### src/pkg/t3sc_pkg.sv
// Package with register map, field positions and types for the split/capture timer
package t3sc_pkg;
   // Register addresses on the special function register port
   localparam logic [7:0] ADDR_CONTROL = 8'h91;
   localparam logic [7:0] ADDR_RELOAD_LOW = 8'h92;
   localparam logic [7:0] ADDR_RELOAD_HIGH = 8'h93;
   localparam logic [7:0] ADDR_COUNT_LOW = 8'h94;
   localparam logic [7:0] ADDR_COUNT_HIGH = 8'h95;
   // Control register field positions
   localparam int BIT_HIGH_OVF = 7;
   localparam int BIT_LOW_OVF = 6;
   localparam int BIT_LOW_IRQ_EN = 5;
   localparam int BIT_CAPTURE_EN = 4;
   localparam int BIT_SPLIT = 3;
   localparam int BIT_RUN = 2;
   localparam int BIT_CAPTURE_SRC = 1;
   localparam int BIT_EXT_CLK = 0;
   // Reset value and byte maximum
   localparam logic [7:0] RESET_BYTE = 8'h00;
   localparam logic [7:0] BYTE_MAX = 8'hff;
   // Clock dividers
   localparam int CORE_CLOCK_DIV = 12;
   localparam int EXTCLK_DIV = 8;
   // Capture source encodings
   localparam logic CAPTURE_SRC_SOF = 1'b0;
   localparam logic CAPTURE_SRC_LFO = 1'b1;

   // Register bus request, one access per cycle
   typedef struct packed {
      logic wr;
      logic rd;
      logic [7:0] addr;
      logic [7:0] wdata;
   } t3sc_req_t;

   // Operating mode
   typedef enum logic [1:0] {
      T3SC_MODE_16_RELOAD,
      T3SC_MODE_8_RELOAD,
      T3SC_MODE_16_CAPTURE,
      T3SC_MODE_8_CAPTURE
   } t3sc_mode_t;
endpackage

### src/rtl/t3sc_sync.sv
// Three-stage pin synchroniser with rising-edge pulse output
`timescale 1ns/10ps
module t3sc_sync (
   input wire logic ref_clk,
   input wire logic rstn,
   input wire logic pin_in,
   output logic level_out,
   output logic rise_pulse
);
   logic s1_reg;
   logic s2_reg;
   logic s3_reg;
   logic level_reg;

   // Shift chain; only second and third stages are compared
   always_ff @(posedge ref_clk or negedge rstn) begin
      if (!rstn) begin
         s1_reg <= 1'b0;
         s2_reg <= 1'b0;
         s3_reg <= 1'b0;
         level_reg <= 1'b0;
      end else begin
         s1_reg <= pin_in;
         s2_reg <= s1_reg;
         s3_reg <= s2_reg;
         if (s2_reg == s3_reg) begin
            level_reg <= s3_reg;
         end
      end
   end

   // A change counts once stages two and three agree
   assign level_out = level_reg;
   assign rise_pulse = (s2_reg == s3_reg) && s3_reg && !level_reg;
endmodule

### src/rtl/t3sc_timer.sv
// Timer 3: 16-bit or split 8-bit auto-reload timer with event capture
`timescale 1ns/10ps
// Summary of operation
// Split, no capture: two 8-bit timers each reloading from its own reload byte.
// Split: run control gates only the high byte; low byte always counts.
// Byte clock: core clock if select set, else core/12 or external/8.
// External divided-by-8 source is synchronised to the core clock.
// High flag sets on high byte wrap, or 16-bit wrap in 16-bit mode.
// Low flag sets on every low byte wrap in every mode.
// Interrupt on high overflow; also on low overflow when low enable set.
// Hardware never clears overflow flags; software clears them by writing control.
// Software should keep low interrupt enable clear in 16-bit mode.
// Capture enable picks capture mode; source 0 is start-of-frame, 1 is oscillator rise.
// Capture, not split: free 16-bit count, capture event copies count into reload.
// Capture, split: two free 8-bit counts, capture copies both into reload.
// Outside split, run control 0 stops, 1 lets the timer count.
// Reload registers hold reload value or last capture; software read/write.
// Count registers form one 16-bit counter, or two 8-bit counts in split.
// 16-bit reload: wrap of 0xFFFF loads 16-bit reload value and sets high flag.
// Capture sources synchronised and edge detected: one capture per event.
module t3sc_timer (
   input wire logic ref_clk,
   input wire logic rstn,
   input wire t3sc_pkg::t3sc_req_t sfr_req,
   output logic [7:0] sfr_rdata,
   input wire logic timer_irq_enable,
   input wire logic high_byte_core_clock_select,
   input wire logic low_byte_core_clock_select,
   input wire logic ext_osc_in,
   input wire logic usb_sof_in,
   input wire logic low_frequency_oscillator_in,
   output logic irq_request,
   output logic capture_pulse,
   output t3sc_pkg::t3sc_mode_t mode
);
   localparam int DIV12_W = $clog2(t3sc_pkg::CORE_CLOCK_DIV);
   localparam int DIV8_W = $clog2(t3sc_pkg::EXTCLK_DIV);
   localparam logic [DIV12_W-1:0] DIV12_LAST = DIV12_W'(t3sc_pkg::CORE_CLOCK_DIV - 1);
   localparam logic [DIV8_W-1:0] DIV8_LAST = DIV8_W'(t3sc_pkg::EXTCLK_DIV - 1);

   // Registers
   logic [7:0] control_reg;
   logic [7:0] reload_low_reg;
   logic [7:0] reload_high_reg;
   logic [7:0] count_low_reg;
   logic [7:0] count_high_reg;
   logic [7:0] rdata_reg;
   logic [DIV12_W-1:0] div12_reg;
   logic [DIV8_W-1:0] div8_reg;
   logic irq_reg;
   logic [7:0] control_next;
   logic [7:0] reload_low_next;
   logic [7:0] reload_high_next;
   logic [7:0] count_low_next;
   logic [7:0] count_high_next;

   // Synchronised pin events
   logic ext_level;
   logic ext_rise;
   logic sof_rise;
   logic lfo_rise;
   logic unused_sof_level;
   logic unused_lfo_level;

   // External oscillator pin into the core clock domain
   t3sc_sync u_sync_ext (
      .ref_clk(ref_clk),
      .rstn(rstn),
      .pin_in(ext_osc_in),
      .level_out(ext_level),
      .rise_pulse(ext_rise)
   );

   // Start-of-frame event pin
   t3sc_sync u_sync_sof (
      .ref_clk(ref_clk),
      .rstn(rstn),
      .pin_in(usb_sof_in),
      .level_out(unused_sof_level),
      .rise_pulse(sof_rise)
   );

   // Low-frequency oscillator pin
   t3sc_sync u_sync_lfo (
      .ref_clk(ref_clk),
      .rstn(rstn),
      .pin_in(low_frequency_oscillator_in),
      .level_out(unused_lfo_level),
      .rise_pulse(lfo_rise)
   );

   // Control fields
   wire high_ovf_flag = control_reg[t3sc_pkg::BIT_HIGH_OVF];
   wire low_ovf_flag = control_reg[t3sc_pkg::BIT_LOW_OVF];
   wire low_overflow_irq_enable = control_reg[t3sc_pkg::BIT_LOW_IRQ_EN];
   wire capture_enable = control_reg[t3sc_pkg::BIT_CAPTURE_EN];
   wire split_mode_select = control_reg[t3sc_pkg::BIT_SPLIT];
   wire run_control = control_reg[t3sc_pkg::BIT_RUN];
   wire capture_source_select = control_reg[t3sc_pkg::BIT_CAPTURE_SRC];
   wire external_clock_select = control_reg[t3sc_pkg::BIT_EXT_CLK];

   // Prescaler ticks
   wire tick_div12 = (div12_reg == DIV12_LAST);
   wire tick_div8 = ext_rise && (div8_reg == DIV8_LAST);
   wire tick_ext_sel = external_clock_select ? tick_div8 : tick_div12;
   wire tick_low = low_byte_core_clock_select ? 1'b1 : tick_ext_sel;
   wire tick_high_sel = high_byte_core_clock_select ? 1'b1 : tick_ext_sel;

   // Count enables per byte
   wire run_low = split_mode_select ? 1'b1 : run_control;
   wire inc_low = run_low && tick_low;
   wire low_wrap = inc_low && (count_low_reg == t3sc_pkg::BYTE_MAX);
   // In 16-bit modes the high byte advances on the low byte carry
   wire inc_high = split_mode_select ? (run_control && tick_high_sel) : low_wrap;
   wire high_wrap = inc_high && (count_high_reg == t3sc_pkg::BYTE_MAX);
   wire reload_on = !capture_enable;

   // Capture event selection
   wire capture_event = capture_enable &&
      ((capture_source_select == t3sc_pkg::CAPTURE_SRC_SOF) ? sof_rise : lfo_rise);

   // Bus decode
   wire wr_control = sfr_req.wr && (sfr_req.addr == t3sc_pkg::ADDR_CONTROL);
   wire wr_reload_low = sfr_req.wr && (sfr_req.addr == t3sc_pkg::ADDR_RELOAD_LOW);
   wire wr_reload_high = sfr_req.wr && (sfr_req.addr == t3sc_pkg::ADDR_RELOAD_HIGH);
   wire wr_count_low = sfr_req.wr && (sfr_req.addr == t3sc_pkg::ADDR_COUNT_LOW);
   wire wr_count_high = sfr_req.wr && (sfr_req.addr == t3sc_pkg::ADDR_COUNT_HIGH);

   // Counter next values: software write, then reload or increment
   always_comb begin
      count_low_next = count_low_reg;
      count_high_next = count_high_reg;
      if (inc_low) begin
         if (low_wrap && reload_on && split_mode_select) begin
            count_low_next = reload_low_reg;
         end else if (low_wrap && reload_on && high_wrap) begin
            count_low_next = reload_low_reg;
         end else begin
            count_low_next = count_low_reg + 8'h01;
         end
      end
      if (inc_high) begin
         if (high_wrap && reload_on) begin
            count_high_next = reload_high_reg;
         end else begin
            count_high_next = count_high_reg + 8'h01;
         end
      end
      if (wr_count_low) begin
         count_low_next = sfr_req.wdata;
      end
      if (wr_count_high) begin
         count_high_next = sfr_req.wdata;
      end
   end

   // Reload registers: capture copy or software write
   always_comb begin
      reload_low_next = reload_low_reg;
      reload_high_next = reload_high_reg;
      if (wr_reload_low) begin
         reload_low_next = sfr_req.wdata;
      end
      if (wr_reload_high) begin
         reload_high_next = sfr_req.wdata;
      end
      if (capture_event) begin
         reload_low_next = count_low_reg;
         reload_high_next = count_high_reg;
      end
   end

   // Control register: software write, hardware sets win over clears
   always_comb begin
      control_next = control_reg;
      if (wr_control) begin
         control_next = sfr_req.wdata;
      end
      if (high_wrap) begin
         control_next[t3sc_pkg::BIT_HIGH_OVF] = 1'b1;
      end
      if (low_wrap) begin
         control_next[t3sc_pkg::BIT_LOW_OVF] = 1'b1;
      end
   end

   // Read mux
   wire [7:0] rdata_sel =
      (sfr_req.addr == t3sc_pkg::ADDR_CONTROL) ? control_reg :
      (sfr_req.addr == t3sc_pkg::ADDR_RELOAD_LOW) ? reload_low_reg :
      (sfr_req.addr == t3sc_pkg::ADDR_RELOAD_HIGH) ? reload_high_reg :
      (sfr_req.addr == t3sc_pkg::ADDR_COUNT_LOW) ? count_low_reg :
      (sfr_req.addr == t3sc_pkg::ADDR_COUNT_HIGH) ? count_high_reg :
      t3sc_pkg::RESET_BYTE;

   // Interrupt request on overflow or capture event
   wire irq_cause = high_wrap || (low_wrap && low_overflow_irq_enable) || capture_event;
   // Level request while a flag that is enabled stays set
   wire irq_next = timer_irq_enable &&
      (irq_cause || control_next[t3sc_pkg::BIT_HIGH_OVF] ||
      (control_next[t3sc_pkg::BIT_LOW_OVF] && low_overflow_irq_enable));

   // Prescalers
   always_ff @(posedge ref_clk or negedge rstn) begin
      if (!rstn) begin
         div12_reg <= '0;
         div8_reg <= '0;
      end else begin
         div12_reg <= tick_div12 ? '0 : div12_reg + DIV12_W'(1);
         if (ext_rise) begin
            div8_reg <= div8_reg + DIV8_W'(1);
         end
      end
   end

   // State registers
   always_ff @(posedge ref_clk or negedge rstn) begin
      if (!rstn) begin
         control_reg <= t3sc_pkg::RESET_BYTE;
         reload_low_reg <= t3sc_pkg::RESET_BYTE;
         reload_high_reg <= t3sc_pkg::RESET_BYTE;
         count_low_reg <= t3sc_pkg::RESET_BYTE;
         count_high_reg <= t3sc_pkg::RESET_BYTE;
      end else begin
         control_reg <= control_next;
         reload_low_reg <= reload_low_next;
         reload_high_reg <= reload_high_next;
         count_low_reg <= count_low_next;
         count_high_reg <= count_high_next;
      end
   end

   // Registered outputs
   always_ff @(posedge ref_clk or negedge rstn) begin
      if (!rstn) begin
         rdata_reg <= t3sc_pkg::RESET_BYTE;
         irq_reg <= 1'b0;
      end else begin
         if (sfr_req.rd) begin
            rdata_reg <= rdata_sel;
         end
         irq_reg <= irq_next;
      end
   end

   // Mode indication
   always_comb begin
      case ({capture_enable, split_mode_select})
         2'b00: mode = t3sc_pkg::T3SC_MODE_16_RELOAD;
         2'b01: mode = t3sc_pkg::T3SC_MODE_8_RELOAD;
         2'b10: mode = t3sc_pkg::T3SC_MODE_16_CAPTURE;
         2'b11: mode = t3sc_pkg::T3SC_MODE_8_CAPTURE;
         default: mode = t3sc_pkg::T3SC_MODE_16_RELOAD;
      endcase
   end

   assign sfr_rdata = rdata_reg;
   assign irq_request = irq_reg;
   assign capture_pulse = capture_event;

   // Unused flag and synchronised pin level taps; the flags stay readable through the control register
   wire unused_ok = ^{high_ovf_flag, low_ovf_flag, ext_level, unused_sof_level,
      unused_lfo_level};
endmodule

### config.mk
export PLATFORM = sky130hd
export DESIGN_NAME = t3sc_timer
export DESIGN_NICKNAME = d
export VERILOG_FILES = /design/src/pkg/t3sc_pkg.sv /design/src/rtl/t3sc_sync.sv /design/src/rtl/t3sc_timer.sv
export SDC_FILE = /design/constraint.sdc
export NUM_CORES = 1
export LEC_CHECK = 0
export ABC_AREA = 1
export BUFFER_PORTS_ARGS = -buffer_cell sky130_fd_sc_hd__buf_2
export CORE_MARGIN = 1
export CORE_UTILIZATION = 45
export DETAILED_ROUTE_END_ITERATION = 7
export PLACE_DENSITY_LB_ADDON = 0.25
export SLEW_MARGIN = 15
export SYNTH_ARGS = -nofsm -noshare
export SYNTH_HDL_FRONTEND = slang
export SYNTH_SLANG_ARGS = --single-unit
### constraint.sdc
create_clock -name ref_clk -period 2.4 [get_ports ref_clk]
set_input_delay 0.12 -clock ref_clk [delete_from_list [all_inputs] [get_ports ref_clk]]
set_output_delay 0.12 -clock ref_clk [all_outputs]
set_load 0.02 [all_outputs]
==> impl_metrics.prom <==
# TYPE chip_impl_metric gauge
chip_impl_info{name="run_status",value="completed"} 1
chip_impl_metric{name="finalCriticalPeriod",unit="ns"} 1.94
chip_impl_metric{name="finish.net_count",unit=""} 584
chip_impl_metric{name="grt.total_usage",unit="%"} 22.9
chip_impl_info{name="globalRoute.busiestLayer",value="met2"} 1
chip_impl_metric{name="hold_depth",unit=""} 3
chip_impl_metric{name="detailed_route_drc_error_count",unit=""} 0
chip_impl_metric{name="fp.dieH",unit="um"} 96.2
chip_impl_metric{name="aggregate_global_routing_overflow",unit=""} 0
chip_impl_metric{name="global_route.usage.met2",unit="%"} 35.7
chip_impl_metric{name="dr_total_vias",unit=""} 3459
chip_impl_info{name="critPathKind",value="reg -> reg"} 1
chip_impl_metric{name="post_synth_num_cell_types",unit=""} 42
chip_impl_metric{name="worst_pin_slew",unit="ns"} 0.841
chip_impl_metric{name="synthesized_net_count",unit=""} 536
chip_impl_metric{name="synth.yosys.seq_area_share",unit="%"} 42.6
chip_impl_info{name="critical-path-top-delay-family",value="simple AND/OR/NAND/NOR gates"} 1
chip_impl_metric{name="initialDrtViolationCount",unit=""} 206
chip_impl_metric{name="per_cell_via_count_in_the_routed_design",unit=""} 5.22
chip_impl_metric{name="met3_usage",unit="%"} 3.24
chip_impl_info{name="slowest_stage",value="dfrtp_1"} 1
chip_impl_metric{name="report.final.setup_viol",unit=""} 0
chip_impl_metric{name="area_delta_synth_final",unit="%"} 14.6
chip_impl_metric{name="grt_antenna_before_repair",unit=""} 0
chip_impl_metric{name="reg2regPathDepth",unit=""} 10
chip_impl_metric{name="tritoncts.num_buffers",unit=""} 9
chip_impl_metric{name="insertion_delay",unit="ns"} 0.34
chip_impl_metric{name="p_leak",unit="nW"} 2.43
chip_impl_metric{name="drv_cap",unit=""} 0
chip_impl_metric{name="finalWeightedCongestion",unit=""} 0.853
chip_impl_metric{name="ys_seq_elements",unit=""} 68
chip_impl_metric{name="ys_async_sr_fraction",unit="%"} 100
chip_impl_info{name="holdPathEnd",value="sfr_rdata[6]"} 1
chip_impl_metric{name="routed_wire_length_per_instance",unit="um"} 14.6
chip_impl_metric{name="route.antenna.remaining_nets",unit=""} 0
chip_impl_metric{name="number_of_search_and_repair_iterations_in_the_first_detailed_routing_pass",unit=""} 5
chip_impl_metric{name="grt_max_degree",unit=""} 30
chip_impl_metric{name="syn_area",unit="mm^2"} 0.00400
chip_impl_metric{name="synth.top_cell.area_share",unit="%"} 42.6
chip_impl_info{name="synth_top_cell_by_area",value="dfrtp_1"} 1
chip_impl_metric{name="total_power",unit="mW"} 3.09
chip_impl_metric{name="highest_clock_frequency_the_design_can_meet",unit="MHz"} 516
chip_impl_info{name="layout_common_cells",value="164 x nand2_1, 74 x inv_1, 68 x dfrtp_1, 37 x buf_2, 35 x nand3_1"} 1
chip_impl_metric{name="gr-usage-met1",unit="%"} 30.4
chip_impl_metric{name="drive_gt1_share",unit="%"} 18.2
chip_impl_info{name="rsz_0062_raised_after_global_routing",value="false"} 1
chip_impl_metric{name="p_per_area",unit="mW/mm^2"} 674
chip_impl_metric{name="place.detailed.hpwl",unit="um"} 7360
chip_impl_info{name="clk_tree_root_cell",value="clkbuf_8"} 1
chip_impl_metric{name="diodes",unit=""} 0
chip_impl_metric{name="layout.filler_cells",unit=""} 818
chip_impl_metric{name="port_buffers",unit=""} 37
chip_impl_metric{name="ctsHtreeMaxLevel",unit=""} 3
chip_impl_info{name="postSynth.topFlopCell",value="dfrtp_1"} 1
chip_impl_info{name="regToRegStartpoint",value="div8_reg[0]"} 1
chip_impl_metric{name="worst_setup_hold_path_clk_slew",unit="ns"} 0.08
chip_impl_info{name="worst_path_cell_trace",value="ha_1, ha_1, nand4_1, nand3b_1, nand3_1, nand2_4, nand2_1, nand3_2, nor2_1, nor2_1"} 1
chip_impl_metric{name="x_dimension_of_the_die",unit="um"} 96.2
chip_impl_info{name="final_common_cell",value="nand2_1"} 1
chip_impl_metric{name="top_level_ports",unit=""} 38
chip_impl_metric{name="ir_drop",unit="mV"} 0.448
chip_impl_metric{name="cp.arrival",unit="ns"} 2.16
chip_impl_info{name="tritoncts_clock_tree",value="done"} 1
chip_impl_metric{name="grt_pass1_vias",unit=""} 3296
chip_impl_metric{name="worstPathMaxFanout",unit=""} 11
chip_impl_metric{name="finalCritPeriodShare",unit="%"} 80.8
chip_impl_metric{name="slew-limit-headroom",unit="%"} 43.5
chip_impl_metric{name="timing_max_transition_violations_final",unit=""} 0
chip_impl_metric{name="grt_first_pass_wirelength",unit="um"} 15800
chip_impl_metric{name="worstPathBufferInverterCount",unit=""} 0
chip_impl_info{name="hp-start",value="sfr_req[16]"} 1
chip_impl_metric{name="initial_utilization",unit="%"} 46.0
chip_impl_metric{name="routed_wirelength",unit="um"} 9660
chip_impl_metric{name="clock_path_buffers",unit=""} 2
chip_impl_metric{name="cts.sinks",unit=""} 68
chip_impl_metric{name="tns",unit="ns"} 0
chip_impl_info{name="hp-class",value="in -> reg"} 1
chip_impl_metric{name="design.die.area",unit="mm^2"} 0.00926
chip_impl_metric{name="cp_data_required_time",unit="ns"} 2.62
chip_impl_metric{name="core-area",unit="mm^2"} 0.00868
chip_impl_metric{name="netlist_instances",unit=""} 502
chip_impl_info{name="critical_path.endpoint_type",value="flop"} 1
chip_impl_metric{name="finalClockSkew",unit="ns"} 0.00846
chip_impl_metric{name="post_synth_edffs",unit=""} 0
chip_impl_metric{name="rows",unit=""} 34
chip_impl_info{name="cp_startpoint_kind",value="flop"} 1
chip_impl_metric{name="yosys_warnings",unit=""} 0
chip_impl_metric{name="slowest_delay",unit="ns"} 0.40
chip_impl_metric{name="reg2reg_setup_slack",unit="ns"} 0.46
chip_impl_info{name="yosys-top-cells-area",value="dfrtp_1 43%, nand2_1 15%, inv_1 7.0%, nand3_1 4.4%, nor2_1 3.2%"} 1
chip_impl_info{name="r2r_end",value="irq_request"} 1
chip_impl_metric{name="hold_viol",unit=""} 0
chip_impl_metric{name="post_synthesis_mean_instance_area",unit="um^2"} 7.96
-- timing repair --
action	CTS	global route
buffers inserted	0	0
hold buffers	5	0
resized for setup	0	0
endpoints found under the hold margin	20	0
-- how the worst max path moves through the flow --
stage / from / end / slack (ns) / depth (start not counted)
after floorplan: div8_reg[0] / irq_request / 0.75 / 11
after global placement: div8_reg[0] / irq_request / 0.49 / 10
after detailed placement: div8_reg[0] / irq_request / 0.48 / 10
after CTS: div8_reg[0] / irq_request / 0.45 / 10
after global routing: div8_reg[0] / count_low_reg[1] / 0.26 / 8
final: div8_reg[0] / irq_request / 0.46 / 10
-- through the flow --
step	utilization [%]	instance area [um^2]	instances	setup slack (ns)	hold slack (ns)
6_report	52.8	4580	663	0.461	0.0820
5_1_grt	52.8	4580	663	0.258	0.0928
4_1_cts	52.8	4580	663	0.454	0.0712
3_5_place_dp	49.4	4290	642	0.478	0.0843
3_3_place_gp	49.4	4290	642	0.490	0.0788
2_1_floorplan	-	4000	502	0.751	-0.176
-- metal layers --
metal / wire length, um / share of wire, %
met2: 4420 / 46
met3: 370 / 3.8
met4: 329 / 3.4
met1: 4540 / 47
met5: 0 / 0
-- final cells by class --
class | count | area (um^2) | share of cell area, %
multi-input combinational | 345 | 1920 | 42.0
inverter | 78 | 298 | 6.50
timing repair buffer | 48 | 280 | 6.12
tap | 108 | 135 | 2.95
sequential | 68 | 1700 | 37.2
clock buffer | 10 | 128 | 2.79
clock inverter | 6 | 113 | 2.46
-- cells in the mapped netlist (4+ instances only) --
cell type    n
nand4_1     11
inv_1       74
o221ai_1     6
nor2_4       4
nor2_1      34
xor2_1       9
nand2_2      5
o21ai_0     16
o221ai_2     8
xnor2_1      4
clkbuf_1     5
ha_1         8
nor3_1       7
nand3_1     35
nand2_1    164
dfrtp_1     68
-- power by group --
part           total (mW)  leakage (nW)  switching [mW]  internal, mW
Clock                1.15         0.120           0.457         0.693
Combinational       0.503          1.47           0.289         0.214
Sequential           1.44         0.841           0.136          1.30
Total                3.09          2.43           0.881          2.21
-- worst min-delay path, cell delays in order --
cell and delay (ns):
buf_2 0.16, nand2_1 0.08, nand2_1 0.04
-- cells by family after synthesis --
logic type | synth area share [%]
compound gates | 8.11
mux | 0.846
flops | 42.6
fa+ha+maj | 2.51
xor+xnor | 2.85
buf+inv | 9.27
simple gates | 33.8
(Power assumes the default switching activity.)
